[src/rdd_pkg.sv]
// shared constants and types for the registered ddr module command path
package rdd_pkg;
  // widths of the module pins, auto precharge bit position and counter width
  localparam int ROW_W = 13;
  localparam int COL_W = 11;
  localparam int DATA_W = 64;
  localparam int CHECK_W = 8;
  localparam int MASK_W = 9;
  localparam int NBANK = 4;
  localparam int AP_BIT = 10;
  localparam int CNT_W = 3;
  // buffered write word: bank, column, mask, check bits, data
  localparam int WORD_W = 2 + COL_W + MASK_W + CHECK_W + DATA_W;
  localparam int WBUF_DEPTH = 2;
  // latencies in clock cycles
  localparam int COMP_LAT_CYC = 2;
  localparam int REG_LAT_CYC = 1;
  localparam int READ_LAT_CYC = COMP_LAT_CYC + REG_LAT_CYC;
  // half-cycle latency rounds up to a whole cycle at this clock
  localparam int READ_LAT_HALF_CYC = READ_LAT_CYC + 1;
  localparam int FLOAT_CYC = 3;
  localparam int FLOAT_HALF_CYC = 4;
  localparam int WRITE_DATA_LAT_CYC = 2;
  // counter loads derived from the latencies
  localparam logic [CNT_W-1:0] RD_WAIT_LOAD = CNT_W'(READ_LAT_CYC - 1);
  localparam logic [CNT_W-1:0] RD_WAIT_HALF_LOAD = CNT_W'(READ_LAT_HALF_CYC - 1);
  localparam logic [CNT_W-1:0] FLOAT_LOAD = CNT_W'(FLOAT_CYC - 1);
  localparam logic [CNT_W-1:0] FLOAT_HALF_LOAD = CNT_W'(FLOAT_HALF_CYC - 1);
  localparam logic [CNT_W-1:0] WR_WAIT_LOAD = CNT_W'(WRITE_DATA_LAT_CYC - 1);
  // beats per burst, one beat per cycle
  localparam logic [1:0] BSEL_2 = 2'h1;
  localparam logic [1:0] BSEL_4 = 2'h2;
  localparam logic [CNT_W-1:0] BEATS_2 = 3'h1;
  localparam logic [CNT_W-1:0] BEATS_4 = 3'h2;
  localparam logic [CNT_W-1:0] BEATS_8 = 3'h4;
  // command codes as {row strobe, column strobe, write enable}
  localparam logic [2:0] CMD_MRS = 3'h0;
  localparam logic [2:0] CMD_REF = 3'h1;
  localparam logic [2:0] CMD_PRE = 3'h2;
  localparam logic [2:0] CMD_ACT = 3'h3;
  localparam logic [2:0] CMD_WR = 3'h4;
  localparam logic [2:0] CMD_RD = 3'h5;
  localparam logic [2:0] CMD_BST = 3'h6;
  localparam logic [2:0] CMD_NOP = 3'h7;
  typedef enum logic [1:0] {PS_ACTIVE, PS_PDOWN, PS_SREF} rdd_pwr_e;
endpackage

[src/rdd_buf_if.sv]
// valid/ready handshake bundle between the command path and its write buffer
`timescale 1ns/1ps
`default_nettype none
interface rdd_buf_if #(parameter int W = 8) ();
  logic in_valid;
  logic in_ready;
  logic [W-1:0] in_data;
  logic out_valid;
  logic out_ready;
  logic [W-1:0] out_data;
  modport store (input in_valid, input in_data, input out_ready,
                 output in_ready, output out_valid, output out_data);
  modport user (output in_valid, output in_data, output out_ready,
                input in_ready, input out_valid, input out_data);
endinterface
`default_nettype wire

[src/rdd_two_buf.sv]
// shift-style buffer whose head entry drives the output straight from flops
`timescale 1ns/1ps
`default_nettype none
module rdd_two_buf #(
  parameter int W = 8,
  parameter int DEPTH = 2
) (
  input wire logic clk,
  input wire logic nrst,
  rdd_buf_if.store b
);
  logic [W-1:0] ent_reg [DEPTH];
  logic [DEPTH-1:0] vld_reg;
  logic [DEPTH-1:0] vld_next;
  logic [DEPTH:0] vld_sh;
  logic [DEPTH:0] vld_lo;
  wire logic pop = vld_reg[0] & b.out_ready;
  // full only when the last slot holds a word, so the source sees it at once
  wire logic push = b.in_valid & ~vld_reg[DEPTH-1];

  // handshake outputs come from flops: ready from the last slot, valid and data from the head
  assign b.in_ready = ~vld_reg[DEPTH-1];
  assign b.out_valid = vld_reg[0];
  assign b.out_data = ent_reg[0];
  assign vld_sh = pop ? {2'h0, vld_reg[DEPTH-1:1]} : {1'h0, vld_reg};
  assign vld_lo = {vld_sh[DEPTH-1:0], 1'h1};

  // each entry moves one place towards the head on a pop
  for (genvar i = 0; i < DEPTH; i++) begin : g_ent
    logic [W-1:0] moved;
    wire logic slot = push & ~vld_sh[i] & vld_lo[i];
    if (i + 1 < DEPTH) begin : g_mid
      assign moved = pop ? ent_reg[i+1] : ent_reg[i];
    end else begin : g_last
      assign moved = ent_reg[i];
    end
    assign vld_next[i] = vld_sh[i] | slot;
    always_ff @(posedge clk or negedge nrst) begin
      if (!nrst) begin
        ent_reg[i] <= '0;
      end else begin
        ent_reg[i] <= slot ? b.in_data : moved;
      end
    end
  end

  // occupancy flags
  always_ff @(posedge clk or negedge nrst) begin
    if (!nrst) begin
      vld_reg <= '0;
    end else begin
      vld_reg <= vld_next;
    end
  end
endmodule
`default_nettype wire

[src/rdd_cmd_timing.sv]
// command decode, bank state and data timing of a registered ddr memory module
`timescale 1ns/1ps
`default_nettype none
// Overview of operation
// controller spaces write and precharge, same bank
// controller spaces read and precharge by half-burst
// controller waits after write before a read
// controller waits after burst stop before write
// data floats fixed cycles after burst stop
// controller spaces read and following write
// data floats fixed cycles after precharge
// write data taken two cycles after command
// controller waits two cycles after mode set
// controller waits after self refresh exit
// read only 200 cycles after self refresh
// power-down entry one cycle, exit gap one
// chip select high ignores inputs, bursts continue
// strobe levels decode the command
// capture row on activate, column on access
// precharge all or selected bank by address bit
// address bit enables auto precharge on access
// bank number is high*2 plus low
// clock enable low enters, high leaves low power
// controller holds clock enable one full cycle
// reset clears input registers, outputs low
// read latency is component latency plus one
// module drives strobe on reads only
// controller refreshes every 7.8 us on average
module rdd_cmd_timing
  import rdd_pkg::*;
(
  input wire logic clk,
  input wire logic nrst,
  input wire logic cs_n,
  input wire logic ras_n,
  input wire logic cas_n,
  input wire logic we_n,
  input wire logic [ROW_W-1:0] addr,
  input wire logic bank_select_low,
  input wire logic bank_select_high,
  input wire logic cke,
  input wire logic read_latency_half,
  input wire logic [1:0] burst_length_sel,
  input wire logic [DATA_W-1:0] dq_in,
  input wire logic [CHECK_W-1:0] check_bits_in,
  input wire logic [MASK_W-1:0] data_mask_in,
  input wire logic dqs_in,
  output logic [DATA_W-1:0] dq_out,
  output logic [CHECK_W-1:0] check_bits_out,
  output logic dq_oe,
  output logic dqs_out,
  output logic dqs_oe,
  input wire logic [DATA_W+CHECK_W-1:0] rd_word,
  output logic rd_req,
  output logic [1:0] rd_bank,
  output logic [ROW_W-1:0] rd_row,
  output logic [COL_W-1:0] rd_col,
  output logic rd_auto_pre,
  output logic wr_valid,
  input wire logic wr_ready,
  output logic [WORD_W-1:0] wr_word,
  output logic wr_full,
  output logic [NBANK-1:0] bank_open,
  output logic power_down,
  output logic self_refresh,
  output logic refresh_pulse,
  output logic mode_set_pulse
);
  logic cs_n_reg, ras_n_reg, cas_n_reg, we_n_reg, cke_reg, dqs_reg, rl_half_reg;
  logic [ROW_W-1:0] addr_reg;
  logic [1:0] bs_reg, bsel_reg;
  logic [DATA_W-1:0] dq_reg;
  logic [CHECK_W-1:0] chk_reg;
  logic [MASK_W-1:0] mask_reg;
  rdd_pwr_e pwr_reg, pwr_next;
  logic power_down_reg, self_refresh_reg, refresh_pulse_reg, mode_set_pulse_reg;
  logic [CNT_W-1:0] rd_wait_reg, rd_wait_next, rd_beats_reg, rd_beats_next;
  logic [CNT_W-1:0] stop_wait_reg, stop_wait_next;
  logic [CNT_W-1:0] wr_wait_reg, wr_wait_next, wr_beats_reg, wr_beats_next;
  logic dq_oe_reg, oe_next, dqs_oe_reg, dqs_out_reg;
  logic [DATA_W+CHECK_W-1:0] dq_out_reg;
  logic rd_req_reg, rd_ap_reg, wr_ap_reg, wr_full_reg;
  logic [1:0] rd_bank_reg, wr_bank_reg;
  logic [ROW_W-1:0] rd_row_reg;
  logic [COL_W-1:0] rd_col_reg, wr_col_reg;
  logic [NBANK-1:0] open_vec;
  logic [ROW_W-1:0] row_vec [NBANK];

  // input register stage, cleared to low by reset
  always_ff @(posedge clk or negedge nrst) begin
    if (!nrst) begin
      cs_n_reg <= 1'h0;
      ras_n_reg <= 1'h0;
      cas_n_reg <= 1'h0;
      we_n_reg <= 1'h0;
      cke_reg <= 1'h0;
      dqs_reg <= 1'h0;
      rl_half_reg <= 1'h0;
      addr_reg <= '0;
      bs_reg <= 2'h0;
      bsel_reg <= 2'h0;
      dq_reg <= '0;
      chk_reg <= '0;
      mask_reg <= '0;
    end else begin
      cs_n_reg <= cs_n;
      ras_n_reg <= ras_n;
      cas_n_reg <= cas_n;
      we_n_reg <= we_n;
      cke_reg <= cke;
      dqs_reg <= dqs_in;
      rl_half_reg <= read_latency_half;
      addr_reg <= addr;
      bs_reg <= {bank_select_high, bank_select_low};
      bsel_reg <= burst_length_sel;
      dq_reg <= dq_in;
      chk_reg <= check_bits_in;
      mask_reg <= data_mask_in;
    end
  end

  // command from the three strobe levels
  wire logic [2:0] cmd = {ras_n_reg, cas_n_reg, we_n_reg};
  // chip select gates commands, not running bursts
  wire logic cmd_ok = ~cs_n_reg & cke_reg & (pwr_reg == PS_ACTIVE);
  wire logic act_go = cmd_ok & (cmd == CMD_ACT);
  wire logic rd_go = cmd_ok & (cmd == CMD_RD);
  wire logic wr_go = cmd_ok & (cmd == CMD_WR);
  wire logic pre_go = cmd_ok & (cmd == CMD_PRE);
  wire logic bst_go = cmd_ok & (cmd == CMD_BST);
  wire logic ref_go = cmd_ok & (cmd == CMD_REF);
  wire logic mrs_go = cmd_ok & (cmd == CMD_MRS);
  wire logic ap_bit = addr_reg[AP_BIT];
  // bank number from the two selects
  wire logic [1:0] bank_sel = bs_reg;
  // column from the low ten bits and bit 11
  wire logic [COL_W-1:0] col_sel = {addr_reg[11], addr_reg[9:0]};
  wire logic [CNT_W-1:0] beats_per_burst =
    (bsel_reg == BSEL_2) ? BEATS_2 : (bsel_reg == BSEL_4) ? BEATS_4 : BEATS_8;
  wire logic rd_busy = (rd_wait_reg != '0) | dq_oe_reg;
  // burst stop or precharge of the read bank cuts the read
  wire logic stop_go = rd_busy & (bst_go | (pre_go & (ap_bit | (bank_sel == rd_bank_reg))));
  wire logic rd_end = (rd_beats_reg == 3'h1) & (rd_wait_reg != 3'h1) & (stop_wait_reg != 3'h1);
  wire logic wr_end = (wr_beats_reg == 3'h1) & (wr_wait_reg != 3'h1);

  // per-bank open flag and row, closed by precharge or auto precharge
  for (genvar b = 0; b < NBANK; b++) begin : g_bank
    logic open_reg;
    logic [ROW_W-1:0] row_reg;
    wire logic hit = (bank_sel == 2'(b));
    wire logic auto_close = (rd_end & rd_ap_reg & (rd_bank_reg == 2'(b))) |
                            (wr_end & wr_ap_reg & (wr_bank_reg == 2'(b)));
    wire logic close = (pre_go & (ap_bit | hit)) | auto_close;
    assign open_vec[b] = open_reg;
    assign row_vec[b] = row_reg;
    always_ff @(posedge clk or negedge nrst) begin
      if (!nrst) begin
        open_reg <= 1'h0;
        row_reg <= '0;
      end else if (act_go & hit) begin
        open_reg <= 1'h1;
        row_reg <= addr_reg;
      end else if (close) begin
        open_reg <= 1'h0;
      end
    end
  end

  // read timing: latency wait, beats, float countdown
  always_comb begin
    rd_wait_next = (rd_wait_reg != '0) ? rd_wait_reg - 3'h1 : rd_wait_reg;
    rd_beats_next = rd_beats_reg;
    stop_wait_next = (stop_wait_reg != '0) ? stop_wait_reg - 3'h1 : stop_wait_reg;
    oe_next = dq_oe_reg;
    if (rd_wait_reg == 3'h1) begin
      oe_next = 1'h1;
      rd_beats_next = beats_per_burst;
    end else if (rd_beats_reg != '0) begin
      rd_beats_next = rd_beats_reg - 3'h1;
      oe_next = (rd_beats_reg != 3'h1);
    end
    if (stop_wait_reg == 3'h1) begin
      oe_next = 1'h0;
      rd_beats_next = '0;
      rd_wait_next = '0;
    end
    if (stop_go) begin
      stop_wait_next = rl_half_reg ? FLOAT_HALF_LOAD : FLOAT_LOAD;
    end
    if (rd_go) begin
      rd_wait_next = rl_half_reg ? RD_WAIT_HALF_LOAD : RD_WAIT_LOAD;
    end
  end

  // read data and strobe driven only while a read beat is out
  always_ff @(posedge clk or negedge nrst) begin
    if (!nrst) begin
      rd_wait_reg <= '0;
      rd_beats_reg <= '0;
      stop_wait_reg <= '0;
      dq_oe_reg <= 1'h0;
      dqs_oe_reg <= 1'h0;
      dqs_out_reg <= 1'h0;
      dq_out_reg <= '0;
    end else begin
      rd_wait_reg <= rd_wait_next;
      rd_beats_reg <= rd_beats_next;
      stop_wait_reg <= stop_wait_next;
      dq_oe_reg <= oe_next;
      dqs_oe_reg <= oe_next;
      dqs_out_reg <= oe_next & ~dqs_out_reg;
      dq_out_reg <= oe_next ? rd_word : '0;
    end
  end

  // read request towards the array with captured address
  always_ff @(posedge clk or negedge nrst) begin
    if (!nrst) begin
      rd_req_reg <= 1'h0;
      rd_bank_reg <= 2'h0;
      rd_row_reg <= '0;
      rd_col_reg <= '0;
      rd_ap_reg <= 1'h0;
    end else begin
      rd_req_reg <= rd_go;
      if (rd_go) begin
        rd_bank_reg <= bank_sel;
        rd_row_reg <= row_vec[bank_sel];
        rd_col_reg <= col_sel;
        rd_ap_reg <= ap_bit;
      end
    end
  end

  // write data window opens a fixed two cycles after the command
  always_comb begin
    wr_wait_next = (wr_wait_reg != '0) ? wr_wait_reg - 3'h1 : wr_wait_reg;
    wr_beats_next = (wr_beats_reg != '0) ? wr_beats_reg - 3'h1 : wr_beats_reg;
    if (wr_wait_reg == 3'h1) begin
      wr_beats_next = beats_per_burst;
    end
    if (wr_go) begin
      wr_wait_next = WR_WAIT_LOAD;
    end
  end

  // write buffer bundle, declared before the flops that read its ready
  rdd_buf_if #(.W(WORD_W)) wbuf();

  // write beats carry bank and incrementing column into the buffer
  always_ff @(posedge clk or negedge nrst) begin
    if (!nrst) begin
      wr_wait_reg <= '0;
      wr_beats_reg <= '0;
      wr_bank_reg <= 2'h0;
      wr_col_reg <= '0;
      wr_ap_reg <= 1'h0;
      wr_full_reg <= 1'h0;
    end else begin
      wr_wait_reg <= wr_wait_next;
      wr_beats_reg <= wr_beats_next;
      wr_full_reg <= ~wbuf.in_ready;
      if (wr_go) begin
        wr_bank_reg <= bank_sel;
        wr_col_reg <= col_sel;
        wr_ap_reg <= ap_bit;
      end else if (wr_beats_reg != '0) begin
        wr_col_reg <= wr_col_reg + 11'h1;
      end
    end
  end

  // write words are taken only with the controller's strobe high
  assign wbuf.in_valid = (wr_beats_reg != '0) & dqs_reg;
  assign wbuf.in_data = {wr_bank_reg, wr_col_reg, mask_reg, chk_reg, dq_reg};
  assign wbuf.out_ready = wr_ready;
  rdd_two_buf #(.W(WORD_W), .DEPTH(WBUF_DEPTH)) u_wbuf (
    .clk(clk),
    .nrst(nrst),
    .b(wbuf.store)
  );

  // low power states; entry takes effect at the next edge
  // relies on the controller holding clock enable a full cycle
  always_comb begin
    pwr_next = pwr_reg;
    case (pwr_reg)
      PS_ACTIVE: begin
        if (!cke_reg && !cs_n_reg && cmd == CMD_REF) begin
          pwr_next = PS_SREF;
        end else if (!cke_reg && (cs_n_reg || cmd == CMD_NOP)) begin
          pwr_next = PS_PDOWN;
        end
      end
      PS_PDOWN, PS_SREF: begin
        if (cke_reg) begin
          pwr_next = PS_ACTIVE;
        end
      end
      default: pwr_next = PS_ACTIVE;
    endcase
  end

  // status flops and one-cycle command pulses
  always_ff @(posedge clk or negedge nrst) begin
    if (!nrst) begin
      pwr_reg <= PS_ACTIVE;
      power_down_reg <= 1'h0;
      self_refresh_reg <= 1'h0;
      refresh_pulse_reg <= 1'h0;
      mode_set_pulse_reg <= 1'h0;
    end else begin
      pwr_reg <= pwr_next;
      power_down_reg <= (pwr_next == PS_PDOWN);
      self_refresh_reg <= (pwr_next == PS_SREF);
      refresh_pulse_reg <= ref_go;
      mode_set_pulse_reg <= mrs_go;
    end
  end

  // outputs straight from flops
  assign dq_out = dq_out_reg[DATA_W-1:0];
  assign check_bits_out = dq_out_reg[DATA_W+CHECK_W-1:DATA_W];
  assign dq_oe = dq_oe_reg;
  assign dqs_out = dqs_out_reg;
  assign dqs_oe = dqs_oe_reg;
  assign rd_req = rd_req_reg;
  assign rd_bank = rd_bank_reg;
  assign rd_row = rd_row_reg;
  assign rd_col = rd_col_reg;
  assign rd_auto_pre = rd_ap_reg;
  assign wr_valid = wbuf.out_valid;
  assign wr_word = wbuf.out_data;
  assign wr_full = wr_full_reg;
  assign bank_open = open_vec;
  assign power_down = power_down_reg;
  assign self_refresh = self_refresh_reg;
  assign refresh_pulse = refresh_pulse_reg;
  assign mode_set_pulse = mode_set_pulse_reg;
endmodule
`default_nettype wire

[config.mk]
export PLATFORM = sky130hd
export DESIGN_NAME = rdd_cmd_timing
export DESIGN_NICKNAME = d
export VERILOG_FILES = /design/src/rdd_pkg.sv /design/src/rdd_buf_if.sv /design/src/rdd_two_buf.sv /design/src/rdd_cmd_timing.sv
export SDC_FILE = /design/constraint.sdc
export NUM_CORES = 1
export LEC_CHECK = 0
export BUFFER_PORTS_ARGS = -buffer_cell sky130_fd_sc_hd__buf_2
export CAP_MARGIN = 5
export CORE_MARGIN = 10
export CORE_UTILIZATION = 45
export DETAILED_ROUTE_END_ITERATION = 6
export HOLD_SLACK_MARGIN = 0.08
export PLACE_DENSITY = 0.71
export SLEW_MARGIN = 20
export SYNTH_ARGS = -nofsm -noshare
export SYNTH_HDL_FRONTEND = slang
export SYNTH_SLANG_ARGS = --single-unit
[constraint.sdc]
create_clock -name clk -period 2.88 [get_ports clk]
set_input_delay 0.288 -clock clk [delete_from_list [all_inputs] [get_ports clk]]
set_output_delay 0.288 -clock clk [all_outputs]
set_load 0.1 [all_outputs]
=== Word level (Yosys, flattened, before mapping) ===
Cells that the tools add are included.

* Bitwise operators: 62
* Mux-type cells: 40
* Order comparisons: 1
* Eq/ne operators: 32
* Add/sub/neg operators: 6
* Reductions and logical operators: 28

{| class="wikitable"
|+ Operator list
! kind !! count
|-
| two-way mux 94 bit || 3
|-
| two-way mux 72 bit || 1
|-
| two-way mux 3 bit || 14
|-
| bitwise AND 1 bit || 39
|-
| binary-select mux 13 bit (select 2 bit) || 1
|-
| two-way mux 13 bit || 2
|-
| two-way mux 11 bit || 2
|-
| nonzero test 3 bit || 7
|-
| equality test 2 bit (second input constant) || 9
|-
| equality test 3 x 1 -> 1 bit (second input constant) || 6
|-
| nonzero test 2 bit || 9
|-
| bitwise OR 1 bit || 17
|-
| subtractor 3 x 1 -> 3 bit (second input constant) || 5
|-
| equality test 2 x 1 -> 1 bit (second input constant) || 6
|-
| equality test 3 bit (second input constant) || 4
|-
| two-way mux 1 bit || 12
|-
| inequality test 3 x 1 -> 1 bit (second input constant) || 4
|-
| adder 11 x 1 -> 11 bit (second input constant) || 1
|-
| zero test 2 bit || 4
|-
| two-way mux 2 bit || 4
|-
| equality test 3 x 2 -> 1 bit (second input constant) || 2
|-
| NOT 1 bit || 5
|-
| one-hot mux 2 bit (2 select lines) || 1
|-
| greater-or-equal comparator 3 bit (second input constant) || 1
|-
| 7 further kinds || 10
|}

* Register bits after elaboration: 489
* Output and inout port bits: 207
* Input bits: 180

=== Depth between registers and ports, before layout ===
Gate-level depths: netlist (run 1).

* Depth in word-level cells: 9
* Mapped depth: 10
* Mapped depth without buffers: 7

=== Modules after synthesis ===
A second synthesis (run 1) with hierarchy kept.

* Cells, all modules: 1220
* Area total of the unflattened synthesis: 18903.1 um^2

{| class="wikitable"
|+ Modules (own cells, without submodules)
! module !! area each (um^2) !! times used !! cells each
|-
| rdd_cmd_timing || 10731.5 || 1 || 708
|-
| rdd_two_buf || 8171.6 || 1 || 512
|}

=== Worst setup path before layout (run 1) ===
Ideal clock, no wire load.

* Kind: reg2reg
* Start point: register u_wbuf.vld_reg[0]
* End point: register u_wbuf.ent_reg, in the netlist u_wbuf.g_ent[1].moved[64]
* Stages on the path, launching flop included: 6
* Slack: 0.825 ns
* Library setup time: 0.125 ns
* Clock period less this slack: 2.055 ns
* Arrival time: 1.931 ns
* Buffers on the path: 2
* Path through: dfrtp_1 > nand2b_1 > nor2_4 > buf_6 > buf_6 > mux2_2

* Word-level cells in the longest chain between the ends: 5

{| class="wikitable"
|+ Ends and longest elaborated chain
! what !! line !! source
|-
| start, declared || rdd_two_buf.sv:13 || <nowiki>logic [DEPTH-1:0] vld_reg;</nowiki>
|-
| start signal, assigned || rdd_two_buf.sv:52 || <nowiki>vld_reg <= vld_next;</nowiki>
|-
| bitwise AND 1 bit || rdd_two_buf.sv:17 || <nowiki>wire logic pop = vld_reg[0] & b.out_ready;</nowiki>
|-
| two-way mux 2 bit * || rdd_two_buf.sv:25 || <nowiki>assign vld_sh = pop ? {2'h0, vld_reg[DEPTH-1:1]} : {1'h0, vld_reg};</nowiki>
|-
| NOT 1 bit || rdd_two_buf.sv:31 || <nowiki>wire logic slot = push & ~vld_sh[i] & vld_lo[i];</nowiki>
|-
| bitwise AND 1 bit || rdd_two_buf.sv:31 ||
|-
| bitwise AND 1 bit * || rdd_two_buf.sv:31 ||
|-
| end signal, assigned by index || rdd_two_buf.sv:42 || <nowiki>ent_reg[i] <= slot ? b.in_data : moved;</nowiki>
|-
| end, declared || rdd_two_buf.sv:12 || <nowiki>logic [W-1:0] ent_reg [DEPTH];</nowiki>
|}

Every way passes the cells marked *; elsewhere a longest branch is shown, timed or not.
A chain may end at the register's enable or synchronous reset.

=== Worst setup path after layout (run 1) ===
* Start point: register wr_beats_reg[0]
* End point: register u_wbuf.ent_reg, in the netlist u_wbuf.g_ent[1].moved[20]

* Word-level cells in the longest chain between the ends: 5

{| class="wikitable"
|+ Ends and longest elaborated chain
! what !! line !! source
|-
| start, declared || rdd_cmd_timing.sv:79 || <nowiki>logic [CNT_W-1:0] wr_wait_reg, wr_wait_next, wr_beats_reg, wr_beats_next;</nowiki>
|-
| start signal, assigned || rdd_cmd_timing.sv:261 || <nowiki>wr_beats_reg <= wr_beats_next;</nowiki>
|-
| nonzero test 3 bit || rdd_cmd_timing.sv:274 || <nowiki>assign wbuf.in_valid = (wr_beats_reg != '0) & dqs_reg;</nowiki>
|-
| bitwise AND 1 bit || rdd_cmd_timing.sv:274 ||
|-
| bitwise AND 1 bit || rdd_two_buf.sv:19 || <nowiki>wire logic push = b.in_valid & ~vld_reg[DEPTH-1];</nowiki>
|-
| bitwise AND 1 bit (2 in a row) || rdd_two_buf.sv:31 ||
|}

Every way passes these cells.

==> results.toml, run 1 <==
[logic_synthesis]
synth_ff_type = "dfrtp_1"
async_flop_share_pct = 100
synthTopCellsByArea = "dfrtp_1 66%, mux2_2 11%, mux2i_1 5.4%"
synth_warnings = 0
yosysSeqAreaShare_pct = 65.8
ys_seq_elements = 489
syn_avg_cell_area_sq_um = 14.1
synth_top_area_share_pct = 65.8
synth_cells = 1317
syn_area_sq_um = 18600
yosysTopAreaCell = "dfrtp_1"
netlist_top_cells_count = "489 x dfrtp_1, 175 x mux2_2, 121 x nor2_1, 108 x a21oi_1, 101 x mux2i_1"
synthesis.nets = 1517
synth_edf_count = 0
synthMostInstantiatedCell = "dfrtp_1"
synth_cell_type_count = 51

[worst_hold_path]
hp-class = "in -> async"

[grt]
grt-ovfl-total = 0
grt_use_total_pct = 18.6
grt_pass1_vias = 13400
grt_pass1_wl_microns = 74900
antenna_found_initial = 2
grt_max_degree = 125

[place]
place_hpwl_microns = 30200
placed_cells = 2188
place_congestion = 0.748
io_buffers = 386

[route]
drt_iter0_markers = 743
vias = 12300
drt_wl_total_microns = 47300
drt_first_pass_iters = 4
ant_nets = 0
post_drt_wl_per_cell_microns = 19.2
drc = 0
avgViaCountPerCell = 5.02

[critical_path]
cp_data_required_time_ns = 3.33
critPathTopFamily = "simple AND/OR/NAND/NOR gates"
crit_chain = "inv_1, ha_1, nand2b_1, nand3b_2, nor2_4, buf_12, mux2_2"
cp_max_fo = 95
cp_slowest_cell = "buf_12"
worst_setup_path_end_kind = "register"
crit_type = "reg -> reg"
cpPeakStageDelay_ns = 0.45
path_buf_inv = 2
startpoint_type = "register"
cp.arrival_ns = 2.80

[cells_and_area]
nNetsFinal = 2088
final_util_pct = 60.1
area_growth_pct = 32.0
final_cells = 2457
drive_gt1_share_pct = 35.9

[clock_network]
cts_tree = "yes"
clkTransAtPathRegs_ns = 0.06
clkLatencyLatePin_ns = 0.58
clockBufferDepth = 3
cts-root-buf = "clkbuf_16"
htreeDepth = 2
cts.sinks = 489
cts-resized-gates = 0
cts_inserted_buffers = 51

[sta]
tightest_slew_ns = 0.809
finalSetupTns_ns = 0
maxSlewHeadroom_pct = 45.9
fin_crit_ns = 2.35
hold_viol = 0
fin_worst_skew_ns = 0.0177
finalMaxSlewViolations = 0
max_clock_freq_mhz = 426
post-route-period-util_pct = 81.5
finalSetupViolations = 0
grt_setup_unrepaired = "no"

[floorplan]
die_h_microns = 223
start_util_pct = 45.6
die_x_microns = 223
rows = 74
coreArea_sq_um = 40800
ios = 387
design.die.area_sq_um = 49900

[run_status]
status = "complete, no violations"

[job]
maxCapViolCount = 0
-- metrics by stage --
step           hold WS, ns  cell area [sq um]  setup WS [ns]
2_1_floorplan     -0.00759              18600          0.825
3_3_place_gp         0.388              21100          0.620
3_5_place_dp         0.397              21100          0.551
4_1_cts              0.305              24600          0.534
5_1_grt              0.313              24600          0.397
6_report             0.337              24600          0.533
-- timing repair --
| item | 4_1_cts | 5_1_grt |
|---|---|---|
| buffers inserted | 0 | 0 |
| hold buffers | 179 | 0 |
| endpoints found under the hold margin | 256 | 0 |
| endpoints found under the setup margin | 0 | 0 |
-- cells in the final DEF, fill, tap and decap left out, types with 13 or more instances in the layout --
cell           instances
inv_1                 18
mux2i_1              101
mux4_2                13
dfrtp_1              489
ha_1                  20
mux2_2               175
buf_4                 18
nor2_1               121
clkbuf_16             53
dlygate4sd3_1        179
and2_1                72
buf_2                385
nand2_1               17
a21oi_1              107
-- layer usage --
layer / global-route usage [%] / vias up / part of all wire (%)
met5: 0 / - / 0
met2: 30.1 / 364 / 48
li1: - / 5651 / -
met1: 23.4 / 6245 / 42
met3: 5.73 / 77 / 7.2
met4: 5.95 / 0 / 2.7
-- path summary, 6_finish.rpt --
check,start,endpoint,slack [ns],depth (start not counted)
max,wr_beats_reg[0],u_wbuf.g_ent[1].moved[20],0.53,7
max in group asynchronous,nrst,dq_reg[7],1.63,3
min in group clk,addr[5],addr_reg[5],0.35,2
max reg2reg,wr_beats_reg[0],u_wbuf.g_ent[1].moved[20],0.53,7
min reg2reg,dqs_out,dqs_out,0.44,1
min,nrst,u_wbuf.b.out_data[64],0.34,2
-- cell families (layout without fill, tap and decap cells) --
kind of cell,Yosys count,in the layout,share of synthesized area [%]
AOI/OAI and AO/OA,136,136,3.95
DFF,489,489,65.8
and+or+nand+nor,270,270,7.61
xor gates and xnor gates,17,17,0.800
buffers and inverters,93,698,2.73
muxes,292,292,17.8
adders and majority gates,20,20,1.35
other,0,3,0
-- cell type report --
class	instances	area (sq um)
clock inverters	20	218
diodes	3	7.51
multi-input cells	735	5880
fillers	3107	16300
inverters	18	67.6
well taps	532	666
clock buffers	67	1420
repair buffers	593	4070
flip-flops and latches	489	12200
Power of run 1 is not shown: default switching activity piles up to over one toggle a cycle in this logic, so the estimate is an artifact.
==> run 2: changes to the inputs <==
PLACE_DENSITY = 0.73   (was 0.71)
clock period = 1.95 ns   (was 2.88 ns; I/O delays follow)
==> results.toml, run 2 (synthesis gave the netlist of run 1 again) <==
[run_status]
status = "complete, no violations"

[route]
drc = 0
ant_nets = 0
drt_first_pass_iters = 5
avgViaCountPerCell = 5.00
drt_wl_total_microns = 49600
drt_iter0_markers = 697
vias = 12500
post_drt_wl_per_cell_microns = 19.8

[sta]
finalMaxSlewViolations = 0
hold_viol = 0
fin_ws_ns = 0.0258
post-route-period-util_pct = 98.7
maxSlewHeadroom_pct = 59.7
finalSetupTns_ns = 0
tightest_slew_ns = 0.608
fin_worst_skew_ns = 0.0200
max_clock_freq_mhz = 520
holdWs_ns = 0.130
grt_setup_unrepaired = "yes"
finalSetupViolations = 0
fin_crit_ns = 1.92

[critical_path]
worst_setup_path_end_kind = "register"
cp_slowest_cell = "dfrtp_1"
startpoint_type = "register"
cpPeakStageDelay_ns = 0.40
cp_max_fo = 5
crit_chain = "inv_2, ha_4, and4b_2, nand2b_4, nor3_4, buf_6, clkbuf_16, mux2_4"
cp.arrival_ns = 2.39
crit_type = "reg -> reg"
cp_data_required_time_ns = 2.41

[grt]
antenna_found_initial = 0
grt-ovfl-total = 0
grt_pass1_vias = 13600
grt_use_total_pct = 19.0
grt_max_degree = 97
grt_pass1_wl_microns = 76100

[place]
place_hpwl_microns = 31000
place_congestion = 0.766
io_buffers = 386
place_ws_ns = 0.0185

[worst_hold_path]
hp-class = "in -> async"

[cells_and_area]
area_growth_pct = 36.7
final_util_pct = 62.3
final_common_cell = "dfrtp_1"
antenna_cells = 0
mostFrequentLayoutCells = "487 x dfrtp_1, 385 x buf_2, 179 x dlygate4sd3_1, 163 x mux2_2, 121 x nor2_1"
nNetsFinal = 2132
drive_gt1_share_pct = 37.9

[floorplan]
rows = 74
die_h_microns = 223
ios = 387
die_x_microns = 223
coreArea_sq_um = 40800
design.die.area_sq_um = 49900
start_util_pct = 45.6

[clock_network]
cts_inserted_buffers = 51
htreeDepth = 2
clkLatencyLatePin_ns = 0.59
cts_tree = "yes"
clkTransAtPathRegs_ns = 0.06
cts-root-buf = "clkbuf_16"
clockBufferDepth = 3
cts.sinks = 489

[job]
maxCapViolCount = 0
## run 2: stage by stage
step / std cells / instance area, sq um
floorplan: 1317 / 18600
global placement: 2214 / 21500
detailed placement: 2214 / 21500
CTS: 2486 / 25000
global route: 2504 / 25400
finish: 2504 / 25400
## run 2: cell type report
| class | count | area, sq um |
|---|---|---|
| repair buffers | 637 | 4790 |
| fillers | 2926 | 15400 |
| well taps | 532 | 666 |
| clock inverters | 20 | 230 |
| inverters | 18 | 67.6 |
| flip-flops and latches | 489 | 12200 |
| clock buffers | 73 | 1480 |
| multi-input cells | 735 | 5950 |
## run 2: path summary, 6_finish.rpt
path	from	endpoint	slack (ns)	depth (start not counted)
min in group clk	bank_select_high	bank_sel[1]	0.24	2
worst max register to register	pwr_reg[0]	g_bank[0].row_reg[6]	0.03	8
worst min register to register	dqs_out	dqs_out	0.44	1
worst min-delay path	nrst	rd_row[12]	0.13	2
worst max-delay path	pwr_reg[0]	g_bank[0].row_reg[6]	0.03	8
max in group asynchronous	nrst	addr_reg[7]	1.04	4
## run 2: critical path, delay by kind of cell (launching register included)
kind                       cells  cell delay (ns)
and+or+nand+nor                3             0.59
DFF                            1             0.40
buffers and inverters          3             0.36
muxes                          1             0.30
adders and majority gates      1             0.13
## run 2: timing repair
action                     CTS  global route
setup endpoints to repair    1           180
pin swaps                    0             3
hold endpoints to repair   624             0
cloned                       0             9
resized for setup            1            31
hold buffers               179             0
setup buffers                0             9
## run 2: metal layers
metal	vias to the layer above	share of wire, %	global-route usage, %
li1	5738	-	-
met1	6318	41	23.7
met2	376	49	31.3
met3	89	7.0	5.14
met4	0	2.9	6.36
met5	-	0	0
Power of run 2 is left out for the same reason.
